[src/sdc_pkg.sv]
package sdc_pkg;

  // ==========================================================
  // register offsets (byte-wide registers, one per word)
  // ==========================================================
  localparam logic [7:0] OFF_REF_M_DIVIDER = 8'h35;
  localparam logic [7:0] OFF_CONTROL_MAIN = 8'h38;
  localparam logic [7:0] OFF_CONTROL_PUMP = 8'h39;
  localparam logic [7:0] OFF_INT_DIV_HIGH = 8'h3a;
  localparam logic [7:0] OFF_INT_DIV_LOW = 8'h3b;
  localparam logic [7:0] OFF_NUMER_TOP = 8'h3c;
  localparam logic [7:0] OFF_NUMER_MID = 8'h3d;
  localparam logic [7:0] OFF_NUMER_LOW = 8'h3e;
  localparam logic [7:0] OFF_DENOM_TOP = 8'h3f;
  localparam logic [7:0] OFF_DENOM_MID = 8'h40;
  localparam logic [7:0] OFF_DENOM_LOW = 8'h41;
  localparam logic [7:0] OFF_MODULATOR = 8'h42;
  localparam logic [7:0] OFF_FILTER_R2 = 8'h43;
  localparam logic [7:0] OFF_FILTER_C1 = 8'h44;
  localparam logic [7:0] OFF_FILTER_R3 = 8'h45;
  localparam logic [7:0] OFF_FILTER_C3 = 8'h46;
  localparam logic [7:0] OFF_SEC_REF = 8'h48;
  localparam logic [7:0] OFF_STATUS = 8'h49;

  // ==========================================================
  // writable-bit masks per register
  // ==========================================================
  localparam logic [7:0] MASK_M_DIV = 8'h1f;
  localparam logic [7:0] MASK_MAIN = 8'h1f;
  localparam logic [7:0] MASK_PUMP = 8'h3f;
  localparam logic [7:0] MASK_NIB = 8'h0f;
  localparam logic [7:0] MASK_BYTE = 8'hff;
  localparam logic [7:0] MASK_SIX = 8'h3f;
  localparam logic [7:0] MASK_THREE = 8'h07;
  localparam logic [7:0] MASK_R3 = 8'h7f;

  // ==========================================================
  // reset values
  // ==========================================================
  localparam logic [7:0] RST_M_DIV = 8'h00;
  localparam logic [7:0] RST_MAIN = 8'h1e;
  localparam logic [7:0] RST_PUMP = 8'h18;
  localparam logic [7:0] RST_INT_HIGH = 8'h00;
  localparam logic [7:0] RST_INT_LOW = 8'h66;
  localparam logic [7:0] RST_ZERO = 8'h00;
  localparam logic [7:0] RST_MODULATOR = 8'h0c;
  localparam logic [7:0] RST_R2 = 8'h24;
  localparam logic [7:0] RST_SEC_REF = 8'h18;

  // ==========================================================
  // field positions
  // ==========================================================
  localparam int POS_POST_LO = 2;
  localparam int POS_SYNC_EN = 1;
  localparam int POS_PDN = 0;
  localparam int POS_DOUBLER = 4;
  localparam int POS_DITHER_LO = 2;
  localparam int POS_R3_LO = 1;
  localparam int POS_FRAC_MODE = 0;

  // ==========================================================
  // calibration timing
  // ==========================================================
  localparam int CAL_TIME_NS = 1000;
  localparam int CLK_PERIOD_NS = 10;
  localparam logic [7:0] CAL_CYCLES = 8'(CAL_TIME_NS / CLK_PERIOD_NS);

  // pump current in units of 0.1 mA
  localparam logic [7:0] PUMP_STEP_TENTHS = 8'h04;
  localparam logic [7:0] PUMP_MAX_TENTHS = 8'h40;

  typedef enum logic [2:0] {
    SDC_CAL_OFF = 3'b001,
    SDC_CAL_RUN = 3'b010,
    SDC_CAL_LOCK = 3'b100
  } sdc_cal_state_t;

  typedef struct packed {
    logic [5:0] m_ratio;
    logic [3:0] post_ratio;
    logic [11:0] n_ratio;
    logic [21:0] numerator;
    logic [21:0] denominator;
    logic [1:0] dither;
    logic [1:0] order;
    logic [7:0] pump_tenths;
    logic primary_doubler;
    logic secondary_doubler;
    logic [5:0] r2_code;
    logic [5:0] r3_code;
    logic [2:0] c1_code;
    logic [2:0] c3_code;
    logic fractional_filter;
  } sdc_synth_cfg_t;

endpackage

[src/sdc_synth_divider_config.sv]
`timescale 1ns/1ns
`default_nettype none
module sdc_synth_divider_config (
  input wire logic clk_i,
  input wire logic rst_i,
  input wire logic wb_cyc_i,
  input wire logic wb_stb_i,
  input wire logic wb_we_i,
  input wire logic [9:0] wb_adr_i,
  input wire logic [3:0] wb_sel_i,
  input wire logic [31:0] wb_dat_i,
  output logic [31:0] wb_dat_o,
  output logic wb_ack_o,
  input wire logic realign_event_i,
  output logic realign_o,
  output logic synth_enable_o,
  output logic cal_reset_o,
  output logic cal_active_o,
  output sdc_pkg::sdc_synth_cfg_t cfg_o
);

  // ==========================================================
  // register storage
  // ==========================================================
  logic [7:0] m_div_r;
  logic [7:0] main_r;
  logic [7:0] pump_r;
  logic [7:0] int_high_r;
  logic [7:0] int_low_r;
  logic [7:0] numer_top_r;
  logic [7:0] numer_mid_r;
  logic [7:0] numer_low_r;
  logic [7:0] denom_top_r;
  logic [7:0] denom_mid_r;
  logic [7:0] denom_low_r;
  logic [7:0] modulator_r;
  logic [7:0] r2_r;
  logic [7:0] c1_r;
  logic [7:0] r3_r;
  logic [7:0] c3_r;
  logic [7:0] sec_ref_r;
  logic realign_sync1_r;
  logic realign_meta_r;
  logic realign_sync_r;
  sdc_pkg::sdc_cal_state_t cal_state_r;
  sdc_pkg::sdc_cal_state_t cal_state_nxt;
  logic [7:0] cal_count_r;

  // bus decode and the power-down level used by the sequencer
  logic [7:0] byte_adr;
  logic wr_stb;
  logic [7:0] wr_byte;
  logic [7:0] rd_byte;
  logic pdn;

  // only byte lane 0 carries data; word address picks the register
  assign byte_adr = wb_adr_i[9:2];
  assign wr_stb = wb_cyc_i & wb_stb_i & wb_we_i & ~wb_ack_o & wb_sel_i[0];
  assign wr_byte = wb_dat_i[7:0];
  assign pdn = main_r[sdc_pkg::POS_PDN];

  // masked write keeps reserved bits at zero
  function automatic logic [7:0] wmask(input logic [7:0] data, input logic [7:0] mask);
    wmask = data & mask;
  endfunction

  function automatic logic hit(input logic [7:0] adr, input logic [7:0] off);
    hit = (adr == off);
  endfunction

  // ==========================================================
  // register writes, one block per concern
  // ==========================================================
  // reference divider, main control and pump control
  always_ff @(posedge clk_i) begin
    if (rst_i) begin
      m_div_r <= sdc_pkg::RST_M_DIV;
      main_r <= sdc_pkg::RST_MAIN;
      pump_r <= sdc_pkg::RST_PUMP;
    end else if (wr_stb) begin
      if (hit(byte_adr, sdc_pkg::OFF_REF_M_DIVIDER)) begin
        m_div_r <= wmask(wr_byte, sdc_pkg::MASK_M_DIV);
      end
      if (hit(byte_adr, sdc_pkg::OFF_CONTROL_MAIN)) begin
        main_r <= wmask(wr_byte, sdc_pkg::MASK_MAIN);
      end
      if (hit(byte_adr, sdc_pkg::OFF_CONTROL_PUMP)) begin
        pump_r <= wmask(wr_byte, sdc_pkg::MASK_PUMP);
      end
    end
  end

  // integer and fractional divider words; each byte lands on its own,
  // so the ratio is briefly mixed between the byte writes of one update
  always_ff @(posedge clk_i) begin
    if (rst_i) begin
      int_high_r <= sdc_pkg::RST_INT_HIGH;
      int_low_r <= sdc_pkg::RST_INT_LOW;
      numer_top_r <= sdc_pkg::RST_ZERO;
      numer_mid_r <= sdc_pkg::RST_ZERO;
      numer_low_r <= sdc_pkg::RST_ZERO;
      denom_top_r <= sdc_pkg::RST_ZERO;
      denom_mid_r <= sdc_pkg::RST_ZERO;
      denom_low_r <= sdc_pkg::RST_ZERO;
    end else if (wr_stb) begin
      if (hit(byte_adr, sdc_pkg::OFF_INT_DIV_HIGH)) begin
        int_high_r <= wmask(wr_byte, sdc_pkg::MASK_NIB);
      end
      if (hit(byte_adr, sdc_pkg::OFF_INT_DIV_LOW)) begin
        int_low_r <= wmask(wr_byte, sdc_pkg::MASK_BYTE);
      end
      if (hit(byte_adr, sdc_pkg::OFF_NUMER_TOP)) begin
        numer_top_r <= wmask(wr_byte, sdc_pkg::MASK_SIX);
      end
      if (hit(byte_adr, sdc_pkg::OFF_NUMER_MID)) begin
        numer_mid_r <= wr_byte;
      end
      if (hit(byte_adr, sdc_pkg::OFF_NUMER_LOW)) begin
        numer_low_r <= wr_byte;
      end
      if (hit(byte_adr, sdc_pkg::OFF_DENOM_TOP)) begin
        denom_top_r <= wmask(wr_byte, sdc_pkg::MASK_SIX);
      end
      if (hit(byte_adr, sdc_pkg::OFF_DENOM_MID)) begin
        denom_mid_r <= wr_byte;
      end
      if (hit(byte_adr, sdc_pkg::OFF_DENOM_LOW)) begin
        denom_low_r <= wr_byte;
      end
    end
  end

  // modulator, loop-filter codes and secondary reference control
  always_ff @(posedge clk_i) begin
    if (rst_i) begin
      modulator_r <= sdc_pkg::RST_MODULATOR;
      r2_r <= sdc_pkg::RST_R2;
      c1_r <= sdc_pkg::RST_ZERO;
      r3_r <= sdc_pkg::RST_ZERO;
      c3_r <= sdc_pkg::RST_ZERO;
      sec_ref_r <= sdc_pkg::RST_SEC_REF;
    end else if (wr_stb) begin
      if (hit(byte_adr, sdc_pkg::OFF_MODULATOR)) begin
        modulator_r <= wmask(wr_byte, sdc_pkg::MASK_NIB);
      end
      if (hit(byte_adr, sdc_pkg::OFF_FILTER_R2)) begin
        r2_r <= wmask(wr_byte, sdc_pkg::MASK_SIX);
      end
      if (hit(byte_adr, sdc_pkg::OFF_FILTER_C1)) begin
        c1_r <= wmask(wr_byte, sdc_pkg::MASK_THREE);
      end
      if (hit(byte_adr, sdc_pkg::OFF_FILTER_R3)) begin
        r3_r <= wmask(wr_byte, sdc_pkg::MASK_R3);
      end
      if (hit(byte_adr, sdc_pkg::OFF_FILTER_C3)) begin
        c3_r <= wmask(wr_byte, sdc_pkg::MASK_THREE);
      end
      if (hit(byte_adr, sdc_pkg::OFF_SEC_REF)) begin
        sec_ref_r <= wmask(wr_byte, sdc_pkg::MASK_PUMP);
      end
    end
  end

  // ==========================================================
  // read mux; unmapped offsets read zero and still ack
  // ==========================================================
  always_comb begin
    case (byte_adr)
      sdc_pkg::OFF_REF_M_DIVIDER: rd_byte = m_div_r;
      sdc_pkg::OFF_CONTROL_MAIN: rd_byte = main_r;
      sdc_pkg::OFF_CONTROL_PUMP: rd_byte = pump_r;
      sdc_pkg::OFF_INT_DIV_HIGH: rd_byte = int_high_r;
      sdc_pkg::OFF_INT_DIV_LOW: rd_byte = int_low_r;
      sdc_pkg::OFF_NUMER_TOP: rd_byte = numer_top_r;
      sdc_pkg::OFF_NUMER_MID: rd_byte = numer_mid_r;
      sdc_pkg::OFF_NUMER_LOW: rd_byte = numer_low_r;
      sdc_pkg::OFF_DENOM_TOP: rd_byte = denom_top_r;
      sdc_pkg::OFF_DENOM_MID: rd_byte = denom_mid_r;
      sdc_pkg::OFF_DENOM_LOW: rd_byte = denom_low_r;
      sdc_pkg::OFF_MODULATOR: rd_byte = modulator_r;
      sdc_pkg::OFF_FILTER_R2: rd_byte = r2_r;
      sdc_pkg::OFF_FILTER_C1: rd_byte = c1_r;
      sdc_pkg::OFF_FILTER_R3: rd_byte = r3_r;
      sdc_pkg::OFF_FILTER_C3: rd_byte = c3_r;
      sdc_pkg::OFF_SEC_REF: rd_byte = sec_ref_r;
      sdc_pkg::OFF_STATUS: rd_byte = {5'h0_0, cal_state_r};
      default: rd_byte = 8'h00;
    endcase
  end

  // one-cycle registered ack; dropped the cycle after it is given
  always_ff @(posedge clk_i) begin
    if (rst_i) begin
      wb_ack_o <= 1'b0;
      wb_dat_o <= 32'h0000_0000;
    end else begin
      wb_ack_o <= wb_cyc_i & wb_stb_i & ~wb_ack_o;
      wb_dat_o <= {24'h00_0000, rd_byte};
    end
  end

  // ==========================================================
  // calibration sequencer
  // ==========================================================
  // a drop of power-down sends the machine back to run, so clearing
  // the bit always restarts a full calibration
  always_comb begin
    case (cal_state_r)
      sdc_pkg::SDC_CAL_OFF: cal_state_nxt = pdn ? sdc_pkg::SDC_CAL_OFF : sdc_pkg::SDC_CAL_RUN;
      sdc_pkg::SDC_CAL_RUN: begin
        if (pdn) begin
          cal_state_nxt = sdc_pkg::SDC_CAL_OFF;
        end else if (cal_count_r == sdc_pkg::CAL_CYCLES) begin
          cal_state_nxt = sdc_pkg::SDC_CAL_LOCK;
        end else begin
          cal_state_nxt = sdc_pkg::SDC_CAL_RUN;
        end
      end
      sdc_pkg::SDC_CAL_LOCK: cal_state_nxt = pdn ? sdc_pkg::SDC_CAL_OFF : sdc_pkg::SDC_CAL_LOCK;
      default: cal_state_nxt = sdc_pkg::SDC_CAL_OFF;
    endcase
  end

  // reset lands in run: auto-calibration after hardware reset
  always_ff @(posedge clk_i) begin
    if (rst_i) begin
      cal_state_r <= sdc_pkg::SDC_CAL_RUN;
    end else begin
      cal_state_r <= cal_state_nxt;
    end
  end

  // counts run cycles; cleared elsewhere so every restart starts from zero
  always_ff @(posedge clk_i) begin
    if (rst_i || cal_state_r != sdc_pkg::SDC_CAL_RUN) begin
      cal_count_r <= 8'h00;
    end else begin
      cal_count_r <= cal_count_r + 8'h01;
    end
  end

  // calibration outputs follow the next state so they line up with the state register
  always_ff @(posedge clk_i) begin
    if (rst_i) begin
      synth_enable_o <= 1'b0;
      cal_reset_o <= 1'b1;
      cal_active_o <= 1'b0;
    end else begin
      synth_enable_o <= ~pdn;
      cal_reset_o <= pdn | (cal_state_nxt == sdc_pkg::SDC_CAL_OFF);
      cal_active_o <= (cal_state_nxt == sdc_pkg::SDC_CAL_RUN);
    end
  end

  // ==========================================================
  // realignment: event pin is asynchronous, synchronise first
  // ==========================================================
  always_ff @(posedge clk_i) begin
    if (rst_i) begin
      realign_meta_r <= 1'b0;
      realign_sync_r <= 1'b0;
      realign_sync1_r <= 1'b0;
      realign_o <= 1'b0;
    end else begin
      realign_meta_r <= realign_event_i;
      realign_sync_r <= realign_meta_r;
      realign_sync1_r <= realign_sync_r;
      // rising edge of the event, gated by the enable
      realign_o <= realign_sync_r & ~realign_sync1_r & main_r[sdc_pkg::POS_SYNC_EN];
    end
  end

  // ==========================================================
  // ratio decoding
  // ==========================================================
  // m code 0 is the bypass, which is a ratio of 1
  function automatic logic [5:0] m_ratio_of(input logic [4:0] code);
    m_ratio_of = 6'(code) + 6'h01;
  endfunction

  // the post-divider has no divide by 1, so code 1 aliases code 0
  function automatic logic [3:0] post_ratio_of(input logic [2:0] code);
    if (code < 3'h2) begin
      post_ratio_of = 4'h2;
    end else begin
      post_ratio_of = 4'(code) + 4'h1;
    end
  endfunction

  // codes 0 and 1 both give a ratio of 1
  function automatic logic [11:0] n_ratio_of(input logic [11:0] code);
    if (code < 12'h002) begin
      n_ratio_of = 12'h001;
    end else begin
      n_ratio_of = code;
    end
  endfunction

  // tenths of a milliamp; codes 0 and 9..15 give no current
  function automatic logic [7:0] pump_tenths_of(input logic [3:0] code);
    if (code == 4'h8) begin
      pump_tenths_of = sdc_pkg::PUMP_MAX_TENTHS;
    end else if (code < 4'h8) begin
      // widened first: a 4-bit product would wrap from code 4 up
      pump_tenths_of = 8'(code) * sdc_pkg::PUMP_STEP_TENTHS;
    end else begin
      pump_tenths_of = 8'h00;
    end
  endfunction

  // numerator and denominator share one byte arrangement
  function automatic logic [21:0] frac_word(input logic [7:0] top, input logic [7:0] mid,
    input logic [7:0] low);
    frac_word = {top[5:0], mid, low};
  endfunction

  // ==========================================================
  // decoded configuration
  // ==========================================================
  logic [11:0] n_code;
  logic [2:0] p_code;
  logic [3:0] cp_code;
  assign n_code = {int_high_r[3:0], int_low_r};
  assign p_code = main_r[sdc_pkg::POS_POST_LO +: 3];
  assign cp_code = pump_r[3:0];

  always_ff @(posedge clk_i) begin
    if (rst_i) begin
      cfg_o <= '0;
    end else begin
      // ratio 1 means bypass
      cfg_o.m_ratio <= m_ratio_of(m_div_r[4:0]);
      cfg_o.post_ratio <= post_ratio_of(p_code);
      cfg_o.n_ratio <= n_ratio_of(n_code);
      // fraction words change as each byte lands
      cfg_o.numerator <= frac_word(numer_top_r, numer_mid_r, numer_low_r);
      cfg_o.denominator <= frac_word(denom_top_r, denom_mid_r, denom_low_r);
      cfg_o.dither <= modulator_r[sdc_pkg::POS_DITHER_LO +: 2];
      cfg_o.order <= modulator_r[1:0];
      cfg_o.pump_tenths <= pump_tenths_of(cp_code);
      // doublers and loop-filter codes pass through as stored
      cfg_o.primary_doubler <= pump_r[sdc_pkg::POS_DOUBLER];
      cfg_o.secondary_doubler <= sec_ref_r[sdc_pkg::POS_DOUBLER];
      cfg_o.r2_code <= r2_r[5:0];
      cfg_o.r3_code <= r3_r[sdc_pkg::POS_R3_LO +: 6];
      cfg_o.c1_code <= c1_r[2:0];
      cfg_o.c3_code <= c3_r[2:0];
      // software keeps this in step with the order field
      cfg_o.fractional_filter <= r3_r[sdc_pkg::POS_FRAC_MODE];
    end
  end

endmodule
`default_nettype wire

[config.mk]
export PLATFORM = sky130hd
export DESIGN_NAME = sdc_synth_divider_config
export DESIGN_NICKNAME = d
export VERILOG_FILES = /design/src/sdc_pkg.sv /design/src/sdc_synth_divider_config.sv
export SDC_FILE = /design/constraint.sdc
export NUM_CORES = 1
export LEC_CHECK = 0
export BUFFER_PORTS_ARGS = -buffer_cell sky130_fd_sc_hd__clkbuf_2
export CAP_MARGIN = 20
export CORE_ASPECT_RATIO = 0.8
export CORE_MARGIN = 5
export CORE_UTILIZATION = 45
export CTS_CLUSTER_DIAMETER = 50
export DETAILED_ROUTE_END_ITERATION = 8
export GPL_TIMING_DRIVEN = 0
export PLACE_DENSITY = 0.69
export RECOVER_POWER = 50
export SYNTH_ARGS = -nofsm -noshare
export SYNTH_HDL_FRONTEND = slang
export SYNTH_SLANG_ARGS = --single-unit
[constraint.sdc]
create_clock -name clk_i -period 3 [get_ports clk_i]
set_clock_uncertainty 0.15 [all_clocks]
set_input_delay 0.6 -clock clk_i [delete_from_list [all_inputs] [get_ports clk_i]]
set_output_delay 0.6 -clock clk_i [all_outputs]
set_load 0.1 [all_outputs]
==> summary.txt, run 1 <==
Yosys reg bits: 224
ys flop type: dfxtp_1
routed wl met3: 3680 um
fin cells: 1404
placed inst area: 9710 um^2
Syn Inst Count: 951
Syn Area/Cell: 9.10 um^2
setup bufs post-CTS: 0
Post-synth top cells: dfxtp_1 (224), nand2_1 (132), nand3_1 (109), nor2b_1 (91), a21oi_1 (88)
Hold WC Path Type: input port to register
antenna-violating nets left: 0
# diodes: 0
Final Max Slew Viols: 0
Slew @ Worst Pin: 1180 ps
TritonCTS clock tree: done
Seq/Total Area, Yosys: 51.8%
Synth area leader: dfxtp_1
number of buffers inserted during clock tree synthesis: 23
area share of the largest cell type after synthesis: 51.8%
dominant cells by area after synthesis: dfxtp_1 (52%), nor2b_1 (6.6%), nand3_1 (6.3%)
clock transition at the registers of the reported paths: 60 ps
clock sink count: 224
GP Congestion: 0.991
Overflow after GRT: 0
Final Hold Fails: 0
Max Cap Viol: 0
most frequent CP cell: buf_2
worst-path cell chain: clkbuf_2 -> buf_2 -> buf_2 -> buf_2 -> mux2i_1 -> o21ai_0 -> a221oi_1 -> a31oi_1
Post-DP HPWL: 20800 um
data required time at the worst endpoint: 3200 ps
PwrDens: 609 nW/um^2
distinct cell type count after synthesis: 57
DRC: 0
DRT met1 WL: 12200 um
Synth Cell Area: 8650 um^2
Post-synth EDFFs: 0
met2 WL: 12000 um
number of global-route vias before repair: 7100
Max stage delay on crit path: 430 ps
clk root buf: clkbuf_16
final net count: 1186
Max Fclk: 375 MHz
RSZ-0062 raised after global routing: no
IO Count: 188
first-pass GRT wire length: 42800 um
Vias/cell: 5.42
Die Ht: 134 um
critical path class: input port to register
CP Data Arrival Time: 2870 ps
largest net degree at the start of global routing: 15
Clock Latency Late Sink: 520 ps
ys async rst share: 0%
Clock Tree Buf Depth: 3
Vias: 7604
DR iter-0 viols: 878
Final setup viols: 0
CP Capture Type: register
Max IR drop VDD: 525 uV
IO buf count: 126
Leak: 3.85 nW
YS warnings: 0
initial antenna violation count: 0
uppermost routed layer: met4
Max transition margin: 21.6%
share of post-route cells with drive strength above 1: 14.0%
Hold-fix buffers, CTS: 0
Pre-antenna DRT Iters: 6
Initial Util: 45.7%
final period utilization: 88.9%
min Tclk post-route: 2670 ps
Rows: 45
Core ar.: 18900 um^2
layout overhead on the synthesized area: 19.1%
Die Area: 22100 um^2
status: finished, final reports clean
CP Launch Type: input port
Max FO, Critical Path: 10
Die X: 165 um
placed cells: 1362
H-Tree Depth: 1
drt wl/cell: 20.4 um
Worst path slowest cell: buf_2
post-cts resize count: 0
post-layout instance area: 10300 um^2
top-count cell post-synth: dfxtp_1
Total GRT Usage: 25.3%
WL final: 28600 um
registers in the layout (all words and copies together), names as in the netlist, 3 cells and up:
register	flops
modulator_r	4
sec_ref_r	6
denom_top_r	6
int_high_r	4
main_r	5
wb_dat_o	8
pump_r	6
cal_count_r	8
r3_r	7
denom_low_r	8
cal_state_r	3
numer_mid_r	8
c3_r	3
cfg_o	96
numer_low_r	8
r2_r	6
numer_top_r	6
m_div_r	5
denom_mid_r	8
int_low_r	8
c1_r	3
cell families after synthesis:
logic type,count (synthesis),synth area share [%]
adders and majority gates,4,0.578
muxes,27,3.96
and+or+nand+nor,429,25.8
AOI/OAI and AO/OA,152,10.6
xor gates and xnor gates,10,1.01
other,1,0.0433
DFF,224,51.8
buffers and inverters,104,6.15
metal layers:
metal	vias to the layer above	GRT usage (%)
li1	3560	-
met1	3564	37.0
met2	430	36.3
met3	50	7.37
met4	0	6.97
met5	-	0
path summary, 6_finish.rpt:
kind,startpoint,end,slack [ps],cells after the start
min reg2reg,realign_meta_r,realign_sync_r,300,1
max reg2reg,wb_ack_o,numer_low_r[5],350,5
max,wb_adr_i[2],wb_dat_o[1],330,8
min,realign_event_i,realign_meta_r,150,2
through the flow:
stage          worst slack (ps)  utilization (%)  hold WS (ps)  total power [mW]  TNS [ps]
2_1_floorplan               693                -           264              3.53         0
3_3_place_gp               -135             51.3           266              3.67     -1670
3_5_place_dp               -135             51.3           295              3.67     -1100
4_1_cts                     159             55.0           140              6.30         0
5_1_grt                     295             54.5           157              6.46         0
6_report                    332             54.5           145              6.27         0
placed cells by master, fill, tap and decap left out, types with 3 or more instances in the layout:
cell / netlist / final
mux4_2: 5 / 5
nor3_1: 8 / 8
and2_1: 8 / 6
a21o_1: 3 / 3
and2_0: 1 / 3
nor4_1: 4 / 4
inv_6: 0 / 3
clkbuf_2: 0 / 46
nand3b_1: 15 / 15
dfxtp_1: 224 / 224
and3_1: 7 / 7
buf_2: 26 / 27
conb_1: 1 / 28
o21ai_0: 12 / 12
a22oi_1: 10 / 10
mux2i_1: 14 / 14
nand2_1: 132 / 132
nor2_1: 33 / 33
nor4_2: 3 / 3
inv_1: 6 / 6
mux2_2: 8 / 8
clkinv_2: 0 / 5
clkbuf_16: 0 / 23
a21oi_1: 88 / 88
ha_1: 4 / 4
nand2b_1: 3 / 3
a311oi_1: 3 / 3
a31oi_1: 8 / 8
nor2b_1: 91 / 91
xnor2_1: 3 / 3
a32o_1: 3 / 3
a211o_1: 4 / 4
a221oi_1: 4 / 4
buf_4: 29 / 29
clkbuf_1: 40 / 127
xor2_1: 7 / 7
nand3_1: 109 / 109
a22o_1: 4 / 4
final cells by class:
| cell class | count | area, um^2 |
|---|---|---|
| inverters | 6 | 22.5 |
| clock buffers | 31 | 626 |
| multi-input cells | 650 | 3740 |
| fillers | 1863 | 8610 |
| repair buffers | 127 | 536 |
| plain buffers | 98 | 509 |
| clock inverters | 10 | 71.3 |
| well taps | 258 | 323 |
| flip-flops and latches | 224 | 4480 |
where the power goes:
part	switching (mW)	internal, mW
clock network	1.18	1.48
logic	0.489	0.103
registers	0.0182	3.00
worst max-delay path, delay by kind of cell:
family | cells | cell delay (ps)
AO/OA/AOI/OAI | 3 | 750
buffers and inverters | 4 | 1230
multiplexers | 1 | 280
Power figures use the tool's default switching activity.
==> run 2, diff against run 1 <==
- RECOVER_POWER: 50 -> 100
- SKIP_CTS_REPAIR_TIMING: not set -> 1
==> summary.txt, run 2 (synthesis gave the netlist of run 1 again) <==
status: finished, final reports clean (unchanged)
H-Tree Depth: 1 (unchanged)
CP Data Arrival Time: 3080 ps (was 2870 ps)
Final Hold Fails: 0 (unchanged)
first-pass GRT wire length: 42800 um (unchanged)
Hold WC Path Type: input port to register (unchanged)
HP Start: realign_event_i (unchanged)
clock transition at the registers of the reported paths: 60 ps (about the same)
Total GRT Usage: 25.3% (unchanged)
share of post-route cells with drive strength above 1: 11.1% (was 14.0%)
critical path class: input port to register (unchanged)
drt wl/cell: 20.4 um (about the same)
# diodes: 0 (unchanged)
clock sink count: 224 (unchanged)
data required time at the worst endpoint: 3290 ps (was 3200 ps)
Slew @ Worst Pin: 1210 ps (was 1180 ps)
IO buf count: 126 (unchanged)
DRC: 0 (unchanged)
Pre-antenna DRT Iters: 5 (was 6)
Vias: 7680 (was 7604)
cell family with most CP delay: simple AND/OR/NAND/NOR gates (was buffers and inverters)
Max Fclk: 359 MHz (was 375 MHz)
Die Ht: 134 um (unchanged)
CP Capture Type: register (unchanged)
fillers: 1874 (was 1863)
Rows: 45 (unchanged)
RSZ-0062 raised after global routing: no (unchanged)
Final Core Density: 54.2% (was 54.5%)
min Tclk post-route: 2790 ps (was 2670 ps)
worst r2r dst: r2_r[2] (was numer_low_r[5])
hold endpoint: realign_meta_r (unchanged)
CP Launch Type: input port (unchanged)
Die X: 165 um (unchanged)
number of flip-flops in the largest register: 96 (unchanged)
Vias/cell: 5.47 (was 5.42)
final net count: 1186 (unchanged)
multi-input logic area: 3730 um^2 (was 3740 um^2)
WL final: 28700 um (was 28600 um)
Post-DP HPWL: 20800 um (unchanged)
worst r2r src: wb_ack_o (unchanged)
layout overhead on the synthesized area: 18.6% (was 19.1%)
Max transition margin: 19.5% (was 21.6%)
Clock Tree Buf Depth: 3 (unchanged)
DR iter-0 viols: 952 (was 878)
final period utilization: 92.9% (was 88.9%)
worst-path cell chain: clkbuf_1 -> buf_2 -> inv_1 -> nor4_1 -> clkbuf_1 -> nand3_1 -> nand3b_1 (was clkbuf_2 -> buf_2 -> buf_2 -> buf_2 -> mux2i_1 -> o21ai_0 -> a221oi_1 -> a31oi_1)
number of global-route vias before repair: 7100 (unchanged)
largest net degree at the start of global routing: 15 (unchanged)
antenna-violating nets left: 0 (unchanged)
Core ar.: 18900 um^2 (unchanged)
dpl ws: -135 ps (unchanged)
Biggest register: cfg_o (unchanged)
final hold slack: 146 ps (was 145 ps)
Max stage delay on crit path: 960 ps (was 430 ps)
r2r setup slk: 260 ps (was 350 ps)
Final WS setup: 212 ps (was 332 ps)
Max IR drop VDD: 521 uV (was 525 uV)
PwrDens: 611 nW/um^2 (was 609 nW/um^2)
WP buf/inv: 4 (unchanged)
Reg2Reg Depth: 5 (unchanged)
most frequent CP cell: clkbuf_1 (was buf_2)
Final Max Slew Viols: 0 (unchanged)
TritonCTS clock tree: done (unchanged)
GP Congestion: 0.991 (unchanged)
commonest cells after routing, fill and taps aside: dfxtp_1 (224), clkbuf_1 (160), nand2_1 (132) (was dfxtp_1 (224), nand2_1 (132), clkbuf_1 (127))
register area: 4480 um^2 (unchanged)
commonest non-fill, non-tap cell in the layout: dfxtp_1 (unchanged)
Max Cap Viol: 0 (unchanged)
Die Area: 22100 um^2 (unchanged)
Final setup viols: 0 (unchanged)
Initial Util: 45.7% (unchanged)
IO Count: 188 (unchanged)
Max FO, Critical Path: 10 (unchanged)
number of buffers inserted during clock tree synthesis: 23 (unchanged)
initial antenna violation count: 0 (unchanged)
Worst path slowest cell: nor4_1 (was buf_2)
Clock Latency Late Sink: 520 ps (about the same)
hold depth: 2 (unchanged)
Overflow after GRT: 0 (unchanged)
clk root buf: clkbuf_16 (unchanged)
Leak: 3.74 nW (was 3.85 nW)
run 2: cell count changes in the layout (fill, tap and decap cells not counted), sizes merged:
cell | before | now
buf | 58 | 52
clkbuf | 198 | 204
run 2: final cells by class:
class                           count  area share, %
Tap cell                          258           3.15
Clock buffer                       31           6.10
Clock inverter                     10          0.695
Timing Repair Buffer              127           4.84
Inverter                            6          0.219
Sequential cell                   224           43.7
Buffer                             98           4.95
Multi-Input combinational cell    650           36.4
run 2: stage by stage:
step	cell area (um^2)	cells	TNS (ps)	power, mW
finish	10300	1404	0	6.27
global route	10300	1404	0	6.46
CTS	10400	1403	0	6.30
detailed placement	9710	1362	-1100	3.67
global placement	9710	1362	-1670	3.67
floorplan	8750	978	0	3.53
run 2: per-layer routing:
| layer | track usage (%) | share of wire [%] |
|---|---|---|
| met1 | 37.0 | 44 |
| met2 | 36.3 | 42 |
| met3 | 7.37 | 12 |
| met4 | 6.97 | 2.5 |
| met5 | 0 | 0 |
run 2: worst max-delay path by stage:
stage                 from            to  slack, ps  depth (start not counted)
2_1_floorplan     wb_ack_o     pump_r[3]        690                          6
3_3_place_gp      wb_stb_i     pump_r[5]       -130                          7
3_5_place_dp      wb_stb_i     pump_r[5]       -140                          7
4_1_cts           wb_ack_o     pump_r[5]        160                          6
5_1_grt           wb_ack_o  sec_ref_r[1]        150                          6
6_report       wb_adr_i[2]       r2_r[2]        210                          7
run 2: worst register-to-register path, stage by stage, from the launching register on:
cell	delay [ps]
dfxtp_1	300
nand3b_1	340
nor4_1	990
clkbuf_1	550
nand3_1	190
nand3b_1	150
run 2: where the power goes:
part | switching, mW | internal (mW) | total [mW]
combinational | 0.489 | 0.101 | 0.590
clock | 1.18 | 1.48 | 2.66
sequential | 0.0182 | 3.00 | 3.02
==> run 3, diff against run 2 <==
- BUFFER_PORTS_ARGS: -buffer_cell sky130_fd_sc_hd__clkbuf_2 -> -buffer_cell sky130_fd_sc_hd__buf_2
- CTS_BUF_LIST: not set -> sky130_fd_sc_hd__clkbuf_16
==> summary.txt, run 3 (synthesis gave the netlist of run 1 again) <==
status: finished, final reports clean (unchanged)
Initial Util: 45.7% (unchanged)
GP Congestion: 0.995 (was 0.991)
CP Data Arrival Time: 3070 ps (was 3080 ps)
largest net degree at the start of global routing: 15 (unchanged)
Core ar.: 18900 um^2 (unchanged)
Rows: 45 (unchanged)
Die X: 165 um (unchanged)
RSZ-0062 raised after global routing: no (unchanged)
Final setup viols: 0 (unchanged)
final period utilization: 92.6% (was 92.9%)
Clock Tree Buf Depth: 3 (unchanged)
clk root buf: clkbuf_16 (unchanged)
DRC: 0 (unchanged)
worst r2r dst: r2_r[3] (was r2_r[2])
Overflow after GRT: 0 (unchanged)
drt wl/cell: 20.6 um (was 20.4 um)
Max Cap Viol: 0 (unchanged)
Max Fclk: 360 MHz (was 359 MHz)
TritonCTS clock tree: done (unchanged)
data required time at the worst endpoint: 3290 ps (about the same)
Vias: 7748 (was 7680)
initial antenna violation count: 0 (unchanged)
HP Start: realign_event_i (unchanged)
IO Count: 188 (unchanged)
IO buf count: 126 (unchanged)
Max FO, Critical Path: 10 (unchanged)
Vias/cell: 5.52 (was 5.47)
commonest cells after routing, fill and taps aside: dfxtp_1 (224), clkbuf_1 (156), nand2_1 (132) (was dfxtp_1 (224), clkbuf_1 (160), nand2_1 (132))
clock transition at the registers of the reported paths: 60 ps (about the same)
post-layout instance area: 10300 um^2 (about the same)
Slew @ Worst Pin: 1190 ps (was 1210 ps)
Die Ht: 134 um (unchanged)
antenna-violating nets left: 0 (unchanged)
Leak: 3.76 nW (was 3.74 nW)
layout overhead on the synthesized area: 19.4% (was 18.6%)
Clock Latency Late Sink: 510 ps (was 520 ps)
# diodes: 0 (unchanged)
clock sink count: 224 (unchanged)
placed cells: 1362 (unchanged)
worst r2r src: wb_ack_o (unchanged)
final net count: 1186 (unchanged)
hold endpoint: realign_meta_r (unchanged)
Final Hold Fails: 0 (unchanged)
number of global-route vias before repair: 7205 (was 7100)
Total GRT Usage: 25.4% (was 25.3%)
Final Max Slew Viols: 0 (unchanged)
number of buffers inserted during clock tree synthesis: 23 (unchanged)
min Tclk post-route: 2780 ps (was 2790 ps)
Die Area: 22100 um^2 (unchanged)
Max transition margin: 21.3% (was 19.5%)
Hold WC Path Type: input port to register (unchanged)
WL final: 28900 um (was 28700 um)
commonest non-fill, non-tap cell in the layout: dfxtp_1 (unchanged)
fin cells: 1404 (unchanged)
H-Tree Depth: 1 (unchanged)
DR iter-0 viols: 796 (was 952)
hold depth: 2 (unchanged)
CP Launch Type: input port (unchanged)
Post-DP HPWL: 20800 um (about the same)
share of post-route cells with drive strength above 1: 10.7% (was 11.1%)
Biggest register: cfg_o (unchanged)
Max IR drop VDD: 358 uV (was 521 uV)
Pre-antenna DRT Iters: 5 (unchanged)
r2r setup slk: 290 ps (was 260 ps)
Reg2Reg Depth: 5 (unchanged)
placed inst area: 9710 um^2 (unchanged)
first-pass GRT wire length: 43000 um (was 42800 um)
critical path class: input port to register (unchanged)
number of flip-flops in the largest register: 96 (unchanged)
Critical Path Source: wb_adr_i[2] (unchanged)
CP Capture Type: register (unchanged)
PwrDens: 632 nW/um^2 (was 611 nW/um^2)
-- run 3: worst max-delay path by stage --
stage	end	slack, ps	depth (start not counted)
2_1_floorplan	pump_r[3]	690	6
3_3_place_gp	wb_dat_o[5]	-120	6
3_5_place_dp	pump_r[0]	-100	7
4_1_cts	pump_r[0]	220	6
5_1_grt	r2_r[4]	110	7
6_report	r2_r[3]	220	7
-- run 3: power by group --
part           switching [mW]  leakage (nW)  internal, mW  total [mW]
sequential             0.0184          1.81          3.00        3.02
combinational           0.487          1.57         0.101       0.588
clock                    1.18         0.378          1.74        2.93
total                    1.69          3.76          4.85        6.53
-- run 3: critical path, stage by stage --
cell and delay (ps):
clkbuf_1 160, buf_2 310, inv_1 200, nor4_1 940, clkbuf_1 550, nand3_1 160, a21oi_1 160
-- run 3: metal layers --
layer / routed length, um / vias up / global-route usage (%) / share of wire (%)
met1: 12400 / 3642 / 37.7 / 43
met5: 0 / - / 0 / 0
met2: 12100 / 469 / 35.7 / 42
met3: 3460 / 71 / 6.67 / 12
met4: 987 / 0 / 8.27 / 3.4
li1: - / 3566 / - / -
-- run 3: through the flow --
stage | hold WS [ps] | power [mW] | util (%) | setup WS, ps | setup TNS [ps]
2_1_floorplan | 264 | 3.53 | - | 693 | 0
3_3_place_gp | 268 | 3.67 | 51.3 | -118 | -1140
3_5_place_dp | 272 | 3.67 | 51.3 | -95.8 | -816
4_1_cts | 168 | 6.57 | 55.4 | 220 | 0
5_1_grt | 185 | 6.72 | 54.6 | 112 | 0
6_report | 167 | 6.53 | 54.6 | 223 | 0
-- run 3: layout make-up --
class	count	area (um^2)
clock inverter	18	198
inverter	6	22.5
sequential	224	4480
clock buffer	23	576
multi-input combinational	650	3730
fill	1859	8590
timing repair buffer	127	495
buffer	98	507
tap	258	323
